### src/common/rfsc_pkg.sv
/*
  rfsc_pkg: register map, field positions, mode-dependent reset values and
  shared types of the receiver serial control port.
  Assumes a single clock domain; the serial pins are sampled by the system clock.
*/
package rfsc_pkg;

  // serial framing
  localparam int ADDR_W = 7;
  localparam int DATA_W = 8;
  localparam int READ_BIT = 7;
  localparam logic [2:0] LAST_BIT = 3'h7;

  // register offsets (address with the direction bit stripped)
  localparam logic [6:0] OFS_FB_HIGH = 7'h40;
  localparam logic [6:0] OFS_FB_LOW = 7'h41;
  localparam logic [6:0] OFS_REF_DIV = 7'h42;
  localparam logic [6:0] OFS_RADIO_CFG = 7'h43;
  localparam logic [6:0] OFS_TEST = 7'h50;
  localparam logic [6:0] OFS_BLOCK_EN = 7'h51;
  localparam logic [6:0] OFS_LOOP_PUMP = 7'h52;
  localparam logic [6:0] OFS_RF_SECTION_ENABLE_PIN = 7'h60;

  // storable bits of each register; the rest read as zero
  localparam logic [7:0] MASK_FB_HIGH = 8'h0f;
  localparam logic [7:0] MASK_FB_LOW = 8'hff;
  localparam logic [7:0] MASK_REF_DIV = 8'h3f;
  localparam logic [7:0] MASK_RADIO_CFG = 8'hff;
  localparam logic [7:0] MASK_TEST = 8'h7f;
  localparam logic [7:0] MASK_BLOCK_EN = 8'hff;
  localparam logic [7:0] MASK_LOOP_PUMP = 8'h7f;
  localparam logic [7:0] MASK_RF_SECTION_ENABLE_PIN = 8'hbf;

  // reset values: DEF0 for mode low (16.368 MHz), DEF1 for mode high (19.2 MHz)
  localparam logic [7:0] DEF0_FB_HIGH = 8'h00;
  localparam logic [7:0] DEF1_FB_HIGH = 8'h06;
  localparam logic [7:0] DEF0_FB_LOW = 8'h60;
  localparam logic [7:0] DEF1_FB_LOW = 8'h13;
  localparam logic [7:0] DEF0_REF_DIV = 8'h01;
  localparam logic [7:0] DEF1_REF_DIV = 8'h13;
  localparam logic [7:0] DEF0_RADIO_CFG = 8'h4a;
  localparam logic [7:0] DEF1_RADIO_CFG = 8'h4f;
  localparam logic [7:0] DEF_TEST = 8'h00;
  localparam logic [7:0] DEF_BLOCK_EN = 8'hff;
  localparam logic [7:0] DEF_LOOP_PUMP = 8'h00;
  localparam logic [7:0] DEF_RF_SECTION_ENABLE_PIN = 8'h00;

  // field positions
  localparam int CFG_SRC_BIT = 0;
  localparam int CFG_SLEW_BIT = 1;
  localparam int CFG_OSC_BIT = 2;
  localparam int CFG_SAMPLE_BIT = 3;
  localparam int TEST_IFB_BIT = 0;
  localparam int BLK_VCO_BIT = 0;
  localparam int BLK_PLL_BIT = 1;
  localparam int BLK_RFA_BIT = 2;
  localparam int BLK_MIX_BIT = 3;
  localparam int BLK_IF_BIT = 4;
  localparam int BLK_AGC_BIT = 5;
  localparam int BLK_ENM_BIT = 7;
  localparam int LOOP_LFC_LSB = 2;
  localparam int RFE_BIT = 7;

  typedef enum logic [1:0] {
    PHASE_ADDR,
    PHASE_DATA,
    PHASE_DONE
  } rfsc_phase_type;

  typedef struct packed {
    logic valid;
    logic [6:0] addr;
    logic [7:0] data;
  } rfsc_wr_type;

  typedef struct packed {
    logic chip_active;
    logic rf_chain_on;
    logic vco_on;
    logic pll_on;
    logic rf_amp_on;
    logic mixer_on;
    logic if_chain_on;
    logic agc_on;
    logic clock_out_source_select;
    logic slow_slew_select;
    logic osc_clock_buffer_enable;
    logic sample_clock_buffer_enable;
    logic if_buffer_enable;
    logic [2:0] loop_filter_setting;
    logic [1:0] pump_current_setting;
    logic [11:0] feedback_divide_ratio;
    logic [5:0] reference_divide_ratio;
  } rfsc_ctrl_type;

endpackage

### src/rtl/rfsc_shifter.sv
/*
  rfsc_shifter: serial frame engine, address byte then data byte, msb first.
  Assumes the serial pins are synchronous to sys_clk and the serial clock idles low.
*/
`timescale 1ns/100ps
module rfsc_shifter (
  // clock and reset
  input wire logic sys_clk,
  input wire logic rst_n,
  // serial pins
  input wire logic link_on,
  input wire logic spi_cs_n,
  input wire logic spi_sck,
  input wire logic serial_data_in_pin,
  output logic spi_sdo,
  output logic spi_sdo_oe,
  // register side
  input wire logic [7:0] rd_data,
  output logic [7:0] addr,
  output rfsc_pkg::rfsc_wr_type wr
);

  logic sck_prev, next_sck_prev;
  rfsc_pkg::rfsc_phase_type phase, next_phase;
  logic [2:0] cnt, next_cnt;
  logic [7:0] in_sh, next_in_sh;
  logic [7:0] next_addr;
  logic [7:0] out_sh, next_out_sh;
  logic next_oe;
  rfsc_pkg::rfsc_wr_type next_wr;
  logic sck_rise, sck_fall, reading;

  assign sck_rise = spi_sck & ~sck_prev;
  assign sck_fall = ~spi_sck & sck_prev;
  assign reading = addr[rfsc_pkg::READ_BIT];
  assign spi_sdo = out_sh[7];

  always_comb begin
    next_sck_prev = spi_sck;
    next_phase = phase;
    next_cnt = cnt;
    next_in_sh = in_sh;
    next_addr = addr;
    next_out_sh = out_sh;
    next_oe = spi_sdo_oe;
    next_wr = wr;
    next_wr.valid = 1'b0;
    if (!link_on) begin
      next_phase = rfsc_pkg::PHASE_ADDR;
      next_cnt = '0;
      next_oe = 1'b0;
    end else if (sck_rise) begin
      next_in_sh = {in_sh[6:0], serial_data_in_pin};
      next_cnt = cnt + 3'h1;
      if (cnt == rfsc_pkg::LAST_BIT) begin
        case (phase)
          rfsc_pkg::PHASE_ADDR: begin
            next_addr = {in_sh[6:0], serial_data_in_pin};
            next_phase = rfsc_pkg::PHASE_DATA;
          end
          rfsc_pkg::PHASE_DATA: begin
            if (!reading) begin
              next_wr.valid = 1'b1;
              next_wr.addr = addr[6:0];
              next_wr.data = {in_sh[6:0], serial_data_in_pin};
            end
            next_phase = rfsc_pkg::PHASE_DONE;
          end
          default: begin
            next_phase = rfsc_pkg::PHASE_DONE;
          end
        endcase
      end
    end else if (sck_fall && phase == rfsc_pkg::PHASE_DATA && reading) begin
      // data phase of a read: drive d7 at the first falling edge, shift after
      if (cnt == '0) begin
        next_out_sh = rd_data;
        next_oe = 1'b1;
      end else begin
        next_out_sh = {out_sh[6:0], 1'b0};
      end
    end
  end

  always_ff @(posedge sys_clk or negedge rst_n) begin
    if (!rst_n) begin
      sck_prev <= 1'b0;
      phase <= rfsc_pkg::PHASE_ADDR;
      cnt <= '0;
      in_sh <= '0;
      addr <= '0;
      out_sh <= '0;
      spi_sdo_oe <= 1'b0;
      wr <= '0;
    end else begin
      sck_prev <= next_sck_prev;
      phase <= next_phase;
      cnt <= next_cnt;
      in_sh <= next_in_sh;
      addr <= next_addr;
      out_sh <= next_out_sh;
      spi_sdo_oe <= next_oe;
      wr <= next_wr;
    end
  end

  chk_sdo_float: assert property (@(posedge sys_clk) disable iff (!rst_n)
    spi_cs_n && $past(spi_cs_n) |-> !spi_sdo_oe)
    else $error("serial output driven while chip select is high");

  chk_read_drive: assert property (@(posedge sys_clk) disable iff (!rst_n)
    $rose(spi_sdo_oe) |-> reading && phase == rfsc_pkg::PHASE_DATA && cnt == '0)
    else $error("serial output enabled outside a read data phase");

  chk_write_dir: assert property (@(posedge sys_clk) disable iff (!rst_n)
    wr.valid |-> !addr[rfsc_pkg::READ_BIT] && addr[6:0] == wr.addr
      && $past(phase) == rfsc_pkg::PHASE_DATA)
    else $error("write strobe without a write address byte");

endmodule

### src/rtl/rfsc_top.sv
/*
  rfsc_top: serial control port and configuration registers of the receiver.
  Assumes every pin is synchronous to sys_clk; the controller is the serial master.
*/
`timescale 1ns/100ps
module rfsc_top #(
  parameter logic [7:0] LOOP_PUMP_DEFAULT = rfsc_pkg::DEF_LOOP_PUMP
) (
  // clock and reset
  input wire logic sys_clk,
  input wire logic rst_n,
  // control pins
  input wire logic mode_pin,
  input wire logic rf_section_enable_pin,
  input wire logic chip_enable_pin,
  // serial port
  input wire logic spi_cs_n,
  input wire logic spi_sck,
  input wire logic serial_data_in_pin,
  output logic spi_sdo,
  output logic spi_sdo_oe,
  // synthesizer and block controls
  output logic [23:0] pll_word,
  output rfsc_pkg::rfsc_ctrl_type ctrl
);

  function automatic logic [7:0] by_mode(input logic m, input logic [7:0] d0,
                                         input logic [7:0] d1);
    by_mode = m ? d1 : d0;
  endfunction

  logic ce_prev, next_ce_prev;
  logic init_pending, next_init_pending;
  logic load_defaults;
  logic link_on;
  logic [7:0] spi_addr;
  logic [7:0] rd_data;
  rfsc_pkg::rfsc_wr_type wr;

  logic [7:0] fb_divider_high, next_fb_divider_high;
  logic [7:0] fb_divider_low, next_fb_divider_low;
  logic [7:0] ref_divider, next_ref_divider;
  logic [7:0] radio_config, next_radio_config;
  logic [7:0] test_control, next_test_control;
  logic [7:0] block_enables, next_block_enables;
  logic [7:0] loop_filter_pump, next_loop_filter_pump;
  logic [7:0] rf_enable_control, next_rf_enable_control;
  logic [23:0] next_pll_word;
  rfsc_pkg::rfsc_ctrl_type next_ctrl;
  logic rf_active;

  // the port ignores frames while the chip is disabled
  assign link_on = ~spi_cs_n & chip_enable_pin;
  assign load_defaults = init_pending | (chip_enable_pin & ~ce_prev);

  rfsc_shifter rfsc_shifter_i (
    .sys_clk(sys_clk),
    .rst_n(rst_n),
    .link_on(link_on),
    .spi_cs_n(spi_cs_n),
    .spi_sck(spi_sck),
    .serial_data_in_pin(serial_data_in_pin),
    .spi_sdo(spi_sdo),
    .spi_sdo_oe(spi_sdo_oe),
    .rd_data(rd_data),
    .addr(spi_addr),
    .wr(wr)
  );

  // edge detect on chip enable; the first cycle after reset also loads defaults
  always_comb begin
    next_ce_prev = chip_enable_pin;
    next_init_pending = 1'b0;
  end

  always_ff @(posedge sys_clk or negedge rst_n) begin
    if (!rst_n) begin
      ce_prev <= 1'b0;
      init_pending <= 1'b1;
    end else begin
      ce_prev <= next_ce_prev;
      init_pending <= next_init_pending;
    end
  end

  // register file
  always_comb begin
    next_fb_divider_high = fb_divider_high;
    next_fb_divider_low = fb_divider_low;
    next_ref_divider = ref_divider;
    next_radio_config = radio_config;
    next_test_control = test_control;
    next_block_enables = block_enables;
    next_loop_filter_pump = loop_filter_pump;
    next_rf_enable_control = rf_enable_control;
    next_pll_word = pll_word;
    if (load_defaults) begin
      next_fb_divider_high = by_mode(mode_pin, rfsc_pkg::DEF0_FB_HIGH,
                                     rfsc_pkg::DEF1_FB_HIGH);
      next_fb_divider_low = by_mode(mode_pin, rfsc_pkg::DEF0_FB_LOW,
                                    rfsc_pkg::DEF1_FB_LOW);
      next_ref_divider = by_mode(mode_pin, rfsc_pkg::DEF0_REF_DIV,
                                 rfsc_pkg::DEF1_REF_DIV);
      next_radio_config = by_mode(mode_pin, rfsc_pkg::DEF0_RADIO_CFG,
                                  rfsc_pkg::DEF1_RADIO_CFG);
      next_test_control = rfsc_pkg::DEF_TEST;
      next_block_enables = rfsc_pkg::DEF_BLOCK_EN;
      next_loop_filter_pump = LOOP_PUMP_DEFAULT & rfsc_pkg::MASK_LOOP_PUMP;
      next_rf_enable_control = rfsc_pkg::DEF_RF_SECTION_ENABLE_PIN;
      next_rf_enable_control[rfsc_pkg::RFE_BIT] = rf_section_enable_pin;
      next_pll_word = {next_fb_divider_high, next_fb_divider_low, next_ref_divider};
    end else if (wr.valid) begin
      if (wr.addr == rfsc_pkg::OFS_FB_HIGH) begin
        next_fb_divider_high = wr.data & rfsc_pkg::MASK_FB_HIGH;
      end else if (wr.addr == rfsc_pkg::OFS_FB_LOW) begin
        next_fb_divider_low = wr.data & rfsc_pkg::MASK_FB_LOW;
      end else if (wr.addr == rfsc_pkg::OFS_REF_DIV) begin
        next_ref_divider = wr.data & rfsc_pkg::MASK_REF_DIV;
        next_pll_word = {fb_divider_high, fb_divider_low, next_ref_divider};
      end else if (wr.addr == rfsc_pkg::OFS_RADIO_CFG) begin
        next_radio_config = wr.data & rfsc_pkg::MASK_RADIO_CFG;
      end else if (wr.addr == rfsc_pkg::OFS_TEST) begin
        next_test_control = wr.data & rfsc_pkg::MASK_TEST;
      end else if (wr.addr == rfsc_pkg::OFS_BLOCK_EN) begin
        next_block_enables = wr.data & rfsc_pkg::MASK_BLOCK_EN;
      end else if (wr.addr == rfsc_pkg::OFS_LOOP_PUMP) begin
        next_loop_filter_pump = wr.data & rfsc_pkg::MASK_LOOP_PUMP;
      end else if (wr.addr == rfsc_pkg::OFS_RF_SECTION_ENABLE_PIN) begin
        next_rf_enable_control = wr.data & rfsc_pkg::MASK_RF_SECTION_ENABLE_PIN;
      end
    end
  end

  always_ff @(posedge sys_clk or negedge rst_n) begin
    if (!rst_n) begin
      fb_divider_high <= rfsc_pkg::DEF0_FB_HIGH;
      fb_divider_low <= rfsc_pkg::DEF0_FB_LOW;
      ref_divider <= rfsc_pkg::DEF0_REF_DIV;
      radio_config <= rfsc_pkg::DEF0_RADIO_CFG;
      test_control <= rfsc_pkg::DEF_TEST;
      block_enables <= rfsc_pkg::DEF_BLOCK_EN;
      loop_filter_pump <= rfsc_pkg::DEF_LOOP_PUMP;
      rf_enable_control <= rfsc_pkg::DEF_RF_SECTION_ENABLE_PIN;
      pll_word <= {rfsc_pkg::DEF0_FB_HIGH, rfsc_pkg::DEF0_FB_LOW, rfsc_pkg::DEF0_REF_DIV};
    end else begin
      fb_divider_high <= next_fb_divider_high;
      fb_divider_low <= next_fb_divider_low;
      ref_divider <= next_ref_divider;
      radio_config <= next_radio_config;
      test_control <= next_test_control;
      block_enables <= next_block_enables;
      loop_filter_pump <= next_loop_filter_pump;
      rf_enable_control <= next_rf_enable_control;
      pll_word <= next_pll_word;
    end
  end

  // read data for the address byte just received; unmapped reads return zero
  always_comb begin
    if (spi_addr[6:0] == rfsc_pkg::OFS_FB_HIGH) begin
      rd_data = fb_divider_high;
    end else if (spi_addr[6:0] == rfsc_pkg::OFS_FB_LOW) begin
      rd_data = fb_divider_low;
    end else if (spi_addr[6:0] == rfsc_pkg::OFS_REF_DIV) begin
      rd_data = ref_divider;
    end else if (spi_addr[6:0] == rfsc_pkg::OFS_RADIO_CFG) begin
      rd_data = radio_config;
    end else if (spi_addr[6:0] == rfsc_pkg::OFS_TEST) begin
      rd_data = test_control;
    end else if (spi_addr[6:0] == rfsc_pkg::OFS_BLOCK_EN) begin
      rd_data = block_enables;
    end else if (spi_addr[6:0] == rfsc_pkg::OFS_LOOP_PUMP) begin
      rd_data = loop_filter_pump;
    end else if (spi_addr[6:0] == rfsc_pkg::OFS_RF_SECTION_ENABLE_PIN) begin
      rd_data = rf_enable_control;
    end else begin
      rd_data = '0;
    end
  end

  // block controls
  assign rf_active = chip_enable_pin & block_enables[rfsc_pkg::BLK_ENM_BIT]
                     & (rf_enable_control[rfsc_pkg::RFE_BIT] | rf_section_enable_pin);

  always_comb begin
    next_ctrl.chip_active = chip_enable_pin;
    next_ctrl.rf_chain_on = rf_active;
    next_ctrl.vco_on = rf_active & block_enables[rfsc_pkg::BLK_VCO_BIT];
    next_ctrl.pll_on = rf_active & block_enables[rfsc_pkg::BLK_PLL_BIT];
    next_ctrl.rf_amp_on = rf_active & block_enables[rfsc_pkg::BLK_RFA_BIT];
    next_ctrl.mixer_on = rf_active & block_enables[rfsc_pkg::BLK_MIX_BIT];
    next_ctrl.if_chain_on = rf_active & block_enables[rfsc_pkg::BLK_IF_BIT];
    next_ctrl.agc_on = rf_active & block_enables[rfsc_pkg::BLK_AGC_BIT];
    next_ctrl.clock_out_source_select = radio_config[rfsc_pkg::CFG_SRC_BIT];
    next_ctrl.slow_slew_select = radio_config[rfsc_pkg::CFG_SLEW_BIT];
    // clock buffers survive master enable clear but not chip enable low
    next_ctrl.osc_clock_buffer_enable = chip_enable_pin
                                        & radio_config[rfsc_pkg::CFG_OSC_BIT];
    next_ctrl.sample_clock_buffer_enable = chip_enable_pin
                                           & radio_config[rfsc_pkg::CFG_SAMPLE_BIT];
    next_ctrl.if_buffer_enable = rf_active & test_control[rfsc_pkg::TEST_IFB_BIT];
    next_ctrl.loop_filter_setting = loop_filter_pump[rfsc_pkg::LOOP_LFC_LSB +: 3];
    next_ctrl.pump_current_setting = loop_filter_pump[rfsc_pkg::LOOP_LFC_LSB - 1 -: 2];
    next_ctrl.feedback_divide_ratio = pll_word[19:8];
    next_ctrl.reference_divide_ratio = pll_word[5:0];
  end

  always_ff @(posedge sys_clk or negedge rst_n) begin
    if (!rst_n) begin
      ctrl <= '0;
    end else begin
      ctrl <= next_ctrl;
    end
  end

  chk_mode_low: assert property (@(posedge sys_clk) disable iff (!rst_n)
    load_defaults && !mode_pin |=> fb_divider_low == rfsc_pkg::DEF0_FB_LOW
      && radio_config == rfsc_pkg::DEF0_RADIO_CFG)
    else $error("mode low defaults not loaded");

  chk_mode_high: assert property (@(posedge sys_clk) disable iff (!rst_n)
    load_defaults && mode_pin |=> ##1 ctrl.feedback_divide_ratio
      == {rfsc_pkg::DEF1_FB_HIGH[3:0], rfsc_pkg::DEF1_FB_LOW}
      && ctrl.reference_divide_ratio == rfsc_pkg::DEF1_REF_DIV[5:0])
    else $error("mode high divider ratios wrong");

  chk_ce_reload: assert property (@(posedge sys_clk) disable iff (!rst_n)
    $rose(chip_enable_pin) |=> rf_enable_control[rfsc_pkg::RFE_BIT]
      == $past(rf_section_enable_pin) && test_control == rfsc_pkg::DEF_TEST)
    else $error("chip enable rise did not reload defaults");

  chk_pll_hold: assert property (@(posedge sys_clk) disable iff (!rst_n)
    wr.valid && (wr.addr == rfsc_pkg::OFS_FB_LOW || wr.addr == rfsc_pkg::OFS_FB_HIGH)
      && !load_defaults |=> $stable(pll_word))
    else $error("synthesizer word changed before the third byte");

  chk_pll_apply: assert property (@(posedge sys_clk) disable iff (!rst_n)
    wr.valid && wr.addr == rfsc_pkg::OFS_REF_DIV && !load_defaults
      |=> pll_word == {$past(fb_divider_high), $past(fb_divider_low),
                       $past(wr.data) & rfsc_pkg::MASK_REF_DIV})
    else $error("synthesizer word not applied on third byte");

  chk_chip_off: assert property (@(posedge sys_clk) disable iff (!rst_n)
    !chip_enable_pin |=> !ctrl.chip_active && !ctrl.rf_chain_on
      && !ctrl.osc_clock_buffer_enable && !ctrl.sample_clock_buffer_enable)
    else $error("function active while chip disabled");

  chk_rf_gate: assert property (@(posedge sys_clk) disable iff (!rst_n)
    ctrl.rf_chain_on |-> $past(chip_enable_pin && block_enables[rfsc_pkg::BLK_ENM_BIT]
      && (rf_enable_control[rfsc_pkg::RFE_BIT] || rf_section_enable_pin)))
    else $error("radio chain on without its enables");

  chk_rf_pin_low: assert property (@(posedge sys_clk) disable iff (!rst_n)
    !rf_section_enable_pin && !rf_enable_control[rfsc_pkg::RFE_BIT]
      |=> !ctrl.rf_chain_on && !ctrl.pll_on)
    else $error("radio or synthesizer on with enable pin low");

  chk_enm_off: assert property (@(posedge sys_clk) disable iff (!rst_n)
    chip_enable_pin && !block_enables[rfsc_pkg::BLK_ENM_BIT] |=> !ctrl.mixer_on
      && !ctrl.vco_on && ctrl.sample_clock_buffer_enable
        == $past(radio_config[rfsc_pkg::CFG_SAMPLE_BIT]))
    else $error("master enable clear handled wrongly");

  chk_clk_src: assert property (@(posedge sys_clk) disable iff (!rst_n)
    $changed(radio_config) |=> ctrl.clock_out_source_select
      == $past(radio_config[rfsc_pkg::CFG_SRC_BIT]))
    else $error("clock source select not following its bit");

  chk_if_buffer: assert property (@(posedge sys_clk) disable iff (!rst_n)
    rf_active && test_control[rfsc_pkg::TEST_IFB_BIT] |=> ctrl.if_buffer_enable)
    else $error("intermediate buffer not switched on");

endmodule

### config.mk
export PLATFORM = sky130hd
export DESIGN_NAME = rfsc_top
export DESIGN_NICKNAME = d
export VERILOG_FILES = /design/src/common/rfsc_pkg.sv /design/src/rtl/rfsc_shifter.sv /design/src/rtl/rfsc_top.sv
export SDC_FILE = /design/constraint.sdc
export NUM_CORES = 1
export LEC_CHECK = 0
export BUFFER_PORTS_ARGS = -buffer_cell sky130_fd_sc_hd__buf_2
export CAP_MARGIN = 30
export CORE_ASPECT_RATIO = 1.4
export CORE_MARGIN = 2
export CORE_UTILIZATION = 53
export CTS_CLUSTER_DIAMETER = 150
export CTS_CLUSTER_SIZE = 12
export DETAILED_ROUTE_END_ITERATION = 16
export PLACE_DENSITY = 0.76
export SLEW_MARGIN = 20
export SYNTH_ARGS = -nofsm -noshare
export SYNTH_HDL_FRONTEND = slang
export SYNTH_HIERARCHICAL = 1
export SYNTH_SLANG_ARGS = --single-unit
### constraint.sdc
create_clock -name sys_clk -period 2.35 [get_ports sys_clk]
set_input_delay 0.47 -clock sys_clk [delete_from_list [all_inputs] [get_ports sys_clk]]
set_output_delay 0.47 -clock sys_clk [all_outputs]
set_load 0.05 [all_outputs]
==> metrics.md <==
| Metric | Value |
|---|---|
| Outcome | finished clean |
| Final Skew | roughly 0.0063 ns |
| Initial Util | 54.4% |
| Die Area | 13,600 um^2 |
| Clk_lat worst skew | 0.42 ns |
| Via count | ~4,900 |
| CP Cell Sequence | or3b_4 > nor3_1 > o21ai_0 > o21a_1 > mux2_2 > mux2_2 |
| Compound-Gate Fraction of Synth Area | about a tenth |
| GP Congestion | 0.953 |
| H-Tree Level Count | 4 |
| # diodes | 0 |
| Largest family of logic cells by synthesized area | simple AND/OR/NAND/NOR gates |
| Gr usage total | 26.8% |
| Most used flip-flop cell after synthesis | dfrtp_1 |
| Startpoint types | flop |
| CP top delay family | simple AND/OR/NAND/NOR gates |
| Critical Path Slowest Stage Cell | or3b_4 |
| Max Root-Sink Buffers | 2 |
| End point of the critical path | rfsc_shifter_i/out_sh[5]$_DFFE_PN0P_ |
| Post-synthesis adder-cell area fraction | less than 1% |
| LEAKAGE | between 0.003 and 0.004 uW |
| Hold slack | 0.189 ns |
| Tmin final | about 2.3 ns |
| Unrepaired setup endpoints after global routing | no |
| Reg2reg end | rfsc_shifter_i/out_sh[5]$_DFFE_PN0P_ |
| DRT iter0 DRCs | 329 |
| Data arrival, critical path | 2.57 ns |
| Drt first pass iters | 6 |
| HP Class | input port to flop |
| Tcrit/Tclk final | 96.6% |
| Syn Inst Count | ~600 |
| Final Max Tran Viols | 0 |
| Pwr/cell area | 800 nW/um^2 |
| Crit path kind | flop to flop |
| Clock tree sinks | 150 |
| First-pass GRT wire length | 27,200 um |
| Simple-Gate Fraction of Synth Area | 15.3% |
| Pin count of the biggest net entering global routing | 56 |
| Post-Route WL | between 15,000 and 20,000 um |
| CTS clk-pin slew, worst paths | 0.06 ns |
| Max-slew headroom | 61.1% |
| Worst-path maximum fanout | 14 |
| Worst slew pin tran | 0.581 ns |
| Top Ports | 70 |
| CTS Buf Count | 17 |
| Final setup viols | 0 |
| Data required, critical path | between 2 and 3 ns |
| FF-to-FF path depth | 6 |
| Max Cap Violations | 0 |
| Crit. Startpoint | rfsc_shifter_i/addr[3]$_DFFE_PN0P_ |
| Antenna Nets Post-Route | 0 |
| Synth Area per Inst | about 11 um^2 |
| Design area | 7880 um^2 |
| Portion of netlist area occupied by mux cells | about 13% |
| Vias in the first global route | 4,743 |
| R2R setup slack | 0.08 ns |
| Peak supply drop | 0.000428 V |
| Die Y | 137 um |
| Post-CTS Repair Setup Buffers | 0 |
| CP Capture Type | flop |
| Core Region | 12,400 um^2 |
| Fill cells | 954 |
| Post-route setup TNS | 0 ns |
| Number of buffer and inverter stages on the critical path | 0 |
| Critical R2R Launch | rfsc_shifter_i/addr[3]$_DFFE_PN0P_ |
| Post-route DRC | 0 |
| Layout cells sized above 1 | 29.9% |
| Synth async-reset ratio | 100% |
| CTS tree | yes |
| Die Wd | 99.2 um |
| Crit. path cell count | 6 |
| Number of synthesized flops with an enable pin | 0 |
| Area Overhead vs Synth | 17.1% |
| Remaining global-route overflow | 0 |
| Seq/Total Area, Yosys | 56.1% |
| Synth warnings | 6 |
| Antenna violations before repair | 0 |
| Row count | 48 |
| Largest stage delay, worst path | approximately 0.50 ns |
| Synth Area in XOR/XNOR | 0.130% |
| Hpwl dp | 12,300 um |
| Hold Vio Cnt, Final | 0 |
| Yosys cell types | 61 |
| Final net count | slightly below 700 |
| # port buffers | 63 |
| Flops & latches, synth | 150 |
| Root Driver | clkbuf_16 |
| Placed Area | 7190 um^2 |
| Post-synthesis cell area | 6730 um^2 |
| Via density | 5.89 |
| Max Clock Freq | 441 MHz |
| CP dominant cell by count | mux2_2 |
| WL per Instance | ~21 um |
[cells in the final DEF (no fill, tap or decap), drive strengths merged, types with 14 or more instances in the layout]
master / instances
nor2: 27
o21ai: 23
buf: 92
clkbuf: 19
dfstp: 17
nand3: 33
mux2: 47
nand2: 87
mux2i: 21
nor2b: 14
dfrtp: 133
a21oi: 44
[sequential cells by signal, indices dropped and copies added (netlist names), 8 cells and up]
name                   flops
block_enables              8
ctrl                      36
fb_divider_low             8
pll_word                  13
radio_config               8
rfsc_shifter_i/addr        8
rfsc_shifter_i/out_sh      8
rfsc_shifter_i/wr         16
[power breakdown]
group	total [uW]	internal [uW]	leakage, uW	switching [uW]
clock	3080	1960	0.000317	1130
sequential	2760	2680	0.00194	78.2
combinational	456	116	0.00154	340
[kinds of logic (layout without fill, tap and decap cells)]
family / Yosys count / after routing
AND/OR/NAND/NOR: 203 / 203
flip-flops: 150 / 150
AO/OA/AOI/OAI: 110 / 110
multiplexers: 71 / 71
buffers and inverters: 63 / 132
adder cells (fa/ha/maj): 4 / 4
other: 1 / 7
XOR/XNOR: 1 / 1
[how the worst min path moves through the flow]
stage | startpoint | to | slack (ns) | cells after the start
after global placement | pll_word[11]$_DFFE_PN0P_ | ctrl[9]$_DFF_PN0_ | 0.38 | 0
after floorplan | rst_n | ctrl[0]$_DFF_PN0_ | 0.17 | 0
after CTS | spi_sck | rfsc_shifter_i/sck_prev$_DFF_PN0_ | 0.18 | 1
after detailed placement | pll_word[16]$_DFFE_PN0P_ | ctrl[14]$_DFF_PN0_ | 0.38 | 0
after global routing | spi_sck | rfsc_shifter_i/sck_prev$_DFF_PN0_ | 0.19 | 1
final | spi_sck | rfsc_shifter_i/sck_prev$_DFF_PN0_ | 0.19 | 1
[cell usage after synthesis, drive strengths merged (3+ instances only)]
| master | n | area share [%] |
|---|---|---|
| and2 | 12 | 1.1 |
| nor2 | 27 | 1.6 |
| clkbuf | 21 | 1.2 |
| nor2b | 14 | 1.3 |
| mux2 | 47 | 8.4 |
| mux4 | 3 | 1.0 |
| a31oi | 11 | 1.0 |
| a22o | 3 | 0.39 |
| a22oi | 4 | 0.45 |
| inv | 7 | 0.39 |
| nand3 | 33 | 2.5 |
| o21a | 4 | 0.45 |
| nor3b | 3 | 0.58 |
| dfrtp | 133 | 49 |
| o22ai | 3 | 0.28 |
| a21oi | 44 | 3.3 |
| o21ai | 23 | 1.7 |
| nand2b | 5 | 0.47 |
| buf | 35 | 3.6 |
| a32oi | 3 | 0.39 |
| ha | 4 | 0.74 |
| nand4 | 3 | 0.60 |
| nand2 | 87 | 4.9 |
| nor3 | 7 | 0.60 |
| mux2i | 21 | 3.1 |
| dfstp | 17 | 6.6 |
[worst register-to-register path, stage by stage (launching register included)]
cell	delay, ns
dfrtp_1	0.40
or3b_4	0.50
nor3_1	0.37
o21ai_0	0.21
o21a_1	0.15
mux2_2	0.26
mux2_2	0.27
[layout make-up]
type	count	area, um^2	area share, %
clock buffer	19	453	5.75
clock inverter	13	216	2.75
sequential	150	3770	47.9
multi-input combinational	396	2630	33.4
inverter	7	26.3	0.334
tap	150	188	2.38
timing repair buffer	93	587	7.45
[timing repair]
| item | 4_1_cts | 5_1_grt |
|---|---|---|
| resized for setup | 0 | 1 |
| hold buffers | 1 | 0 |
| setup endpoints to repair | 0 | 1 |
| hold endpoints to repair | 38 | 0 |
[metal layers]
metal / part of all wire (%) / up-vias / global-route usage (%)
met5: 0 / - / 0
met4: 4.4 / 0 / 14.4
met3: 5.1 / 42 / 4.01
met2: 51 / 207 / 44.9
met1: 39 / 2427 / 33.6
li1: - / 2205 / -
[through the flow]
step           total power [uW]  instances  util [%]  worst slack (ns)
2_1_floorplan              3120        609         -             0.148
3_3_place_gp               3250        794      58.1             0.154
3_5_place_dp               3270        794      58.1             0.115
4_1_cts                    6340        827      63.6             0.104
5_1_grt                    6480        828      63.7           0.00694
6_report                   6300        828      63.7            0.0809
(Power assumes the default switching activity.)
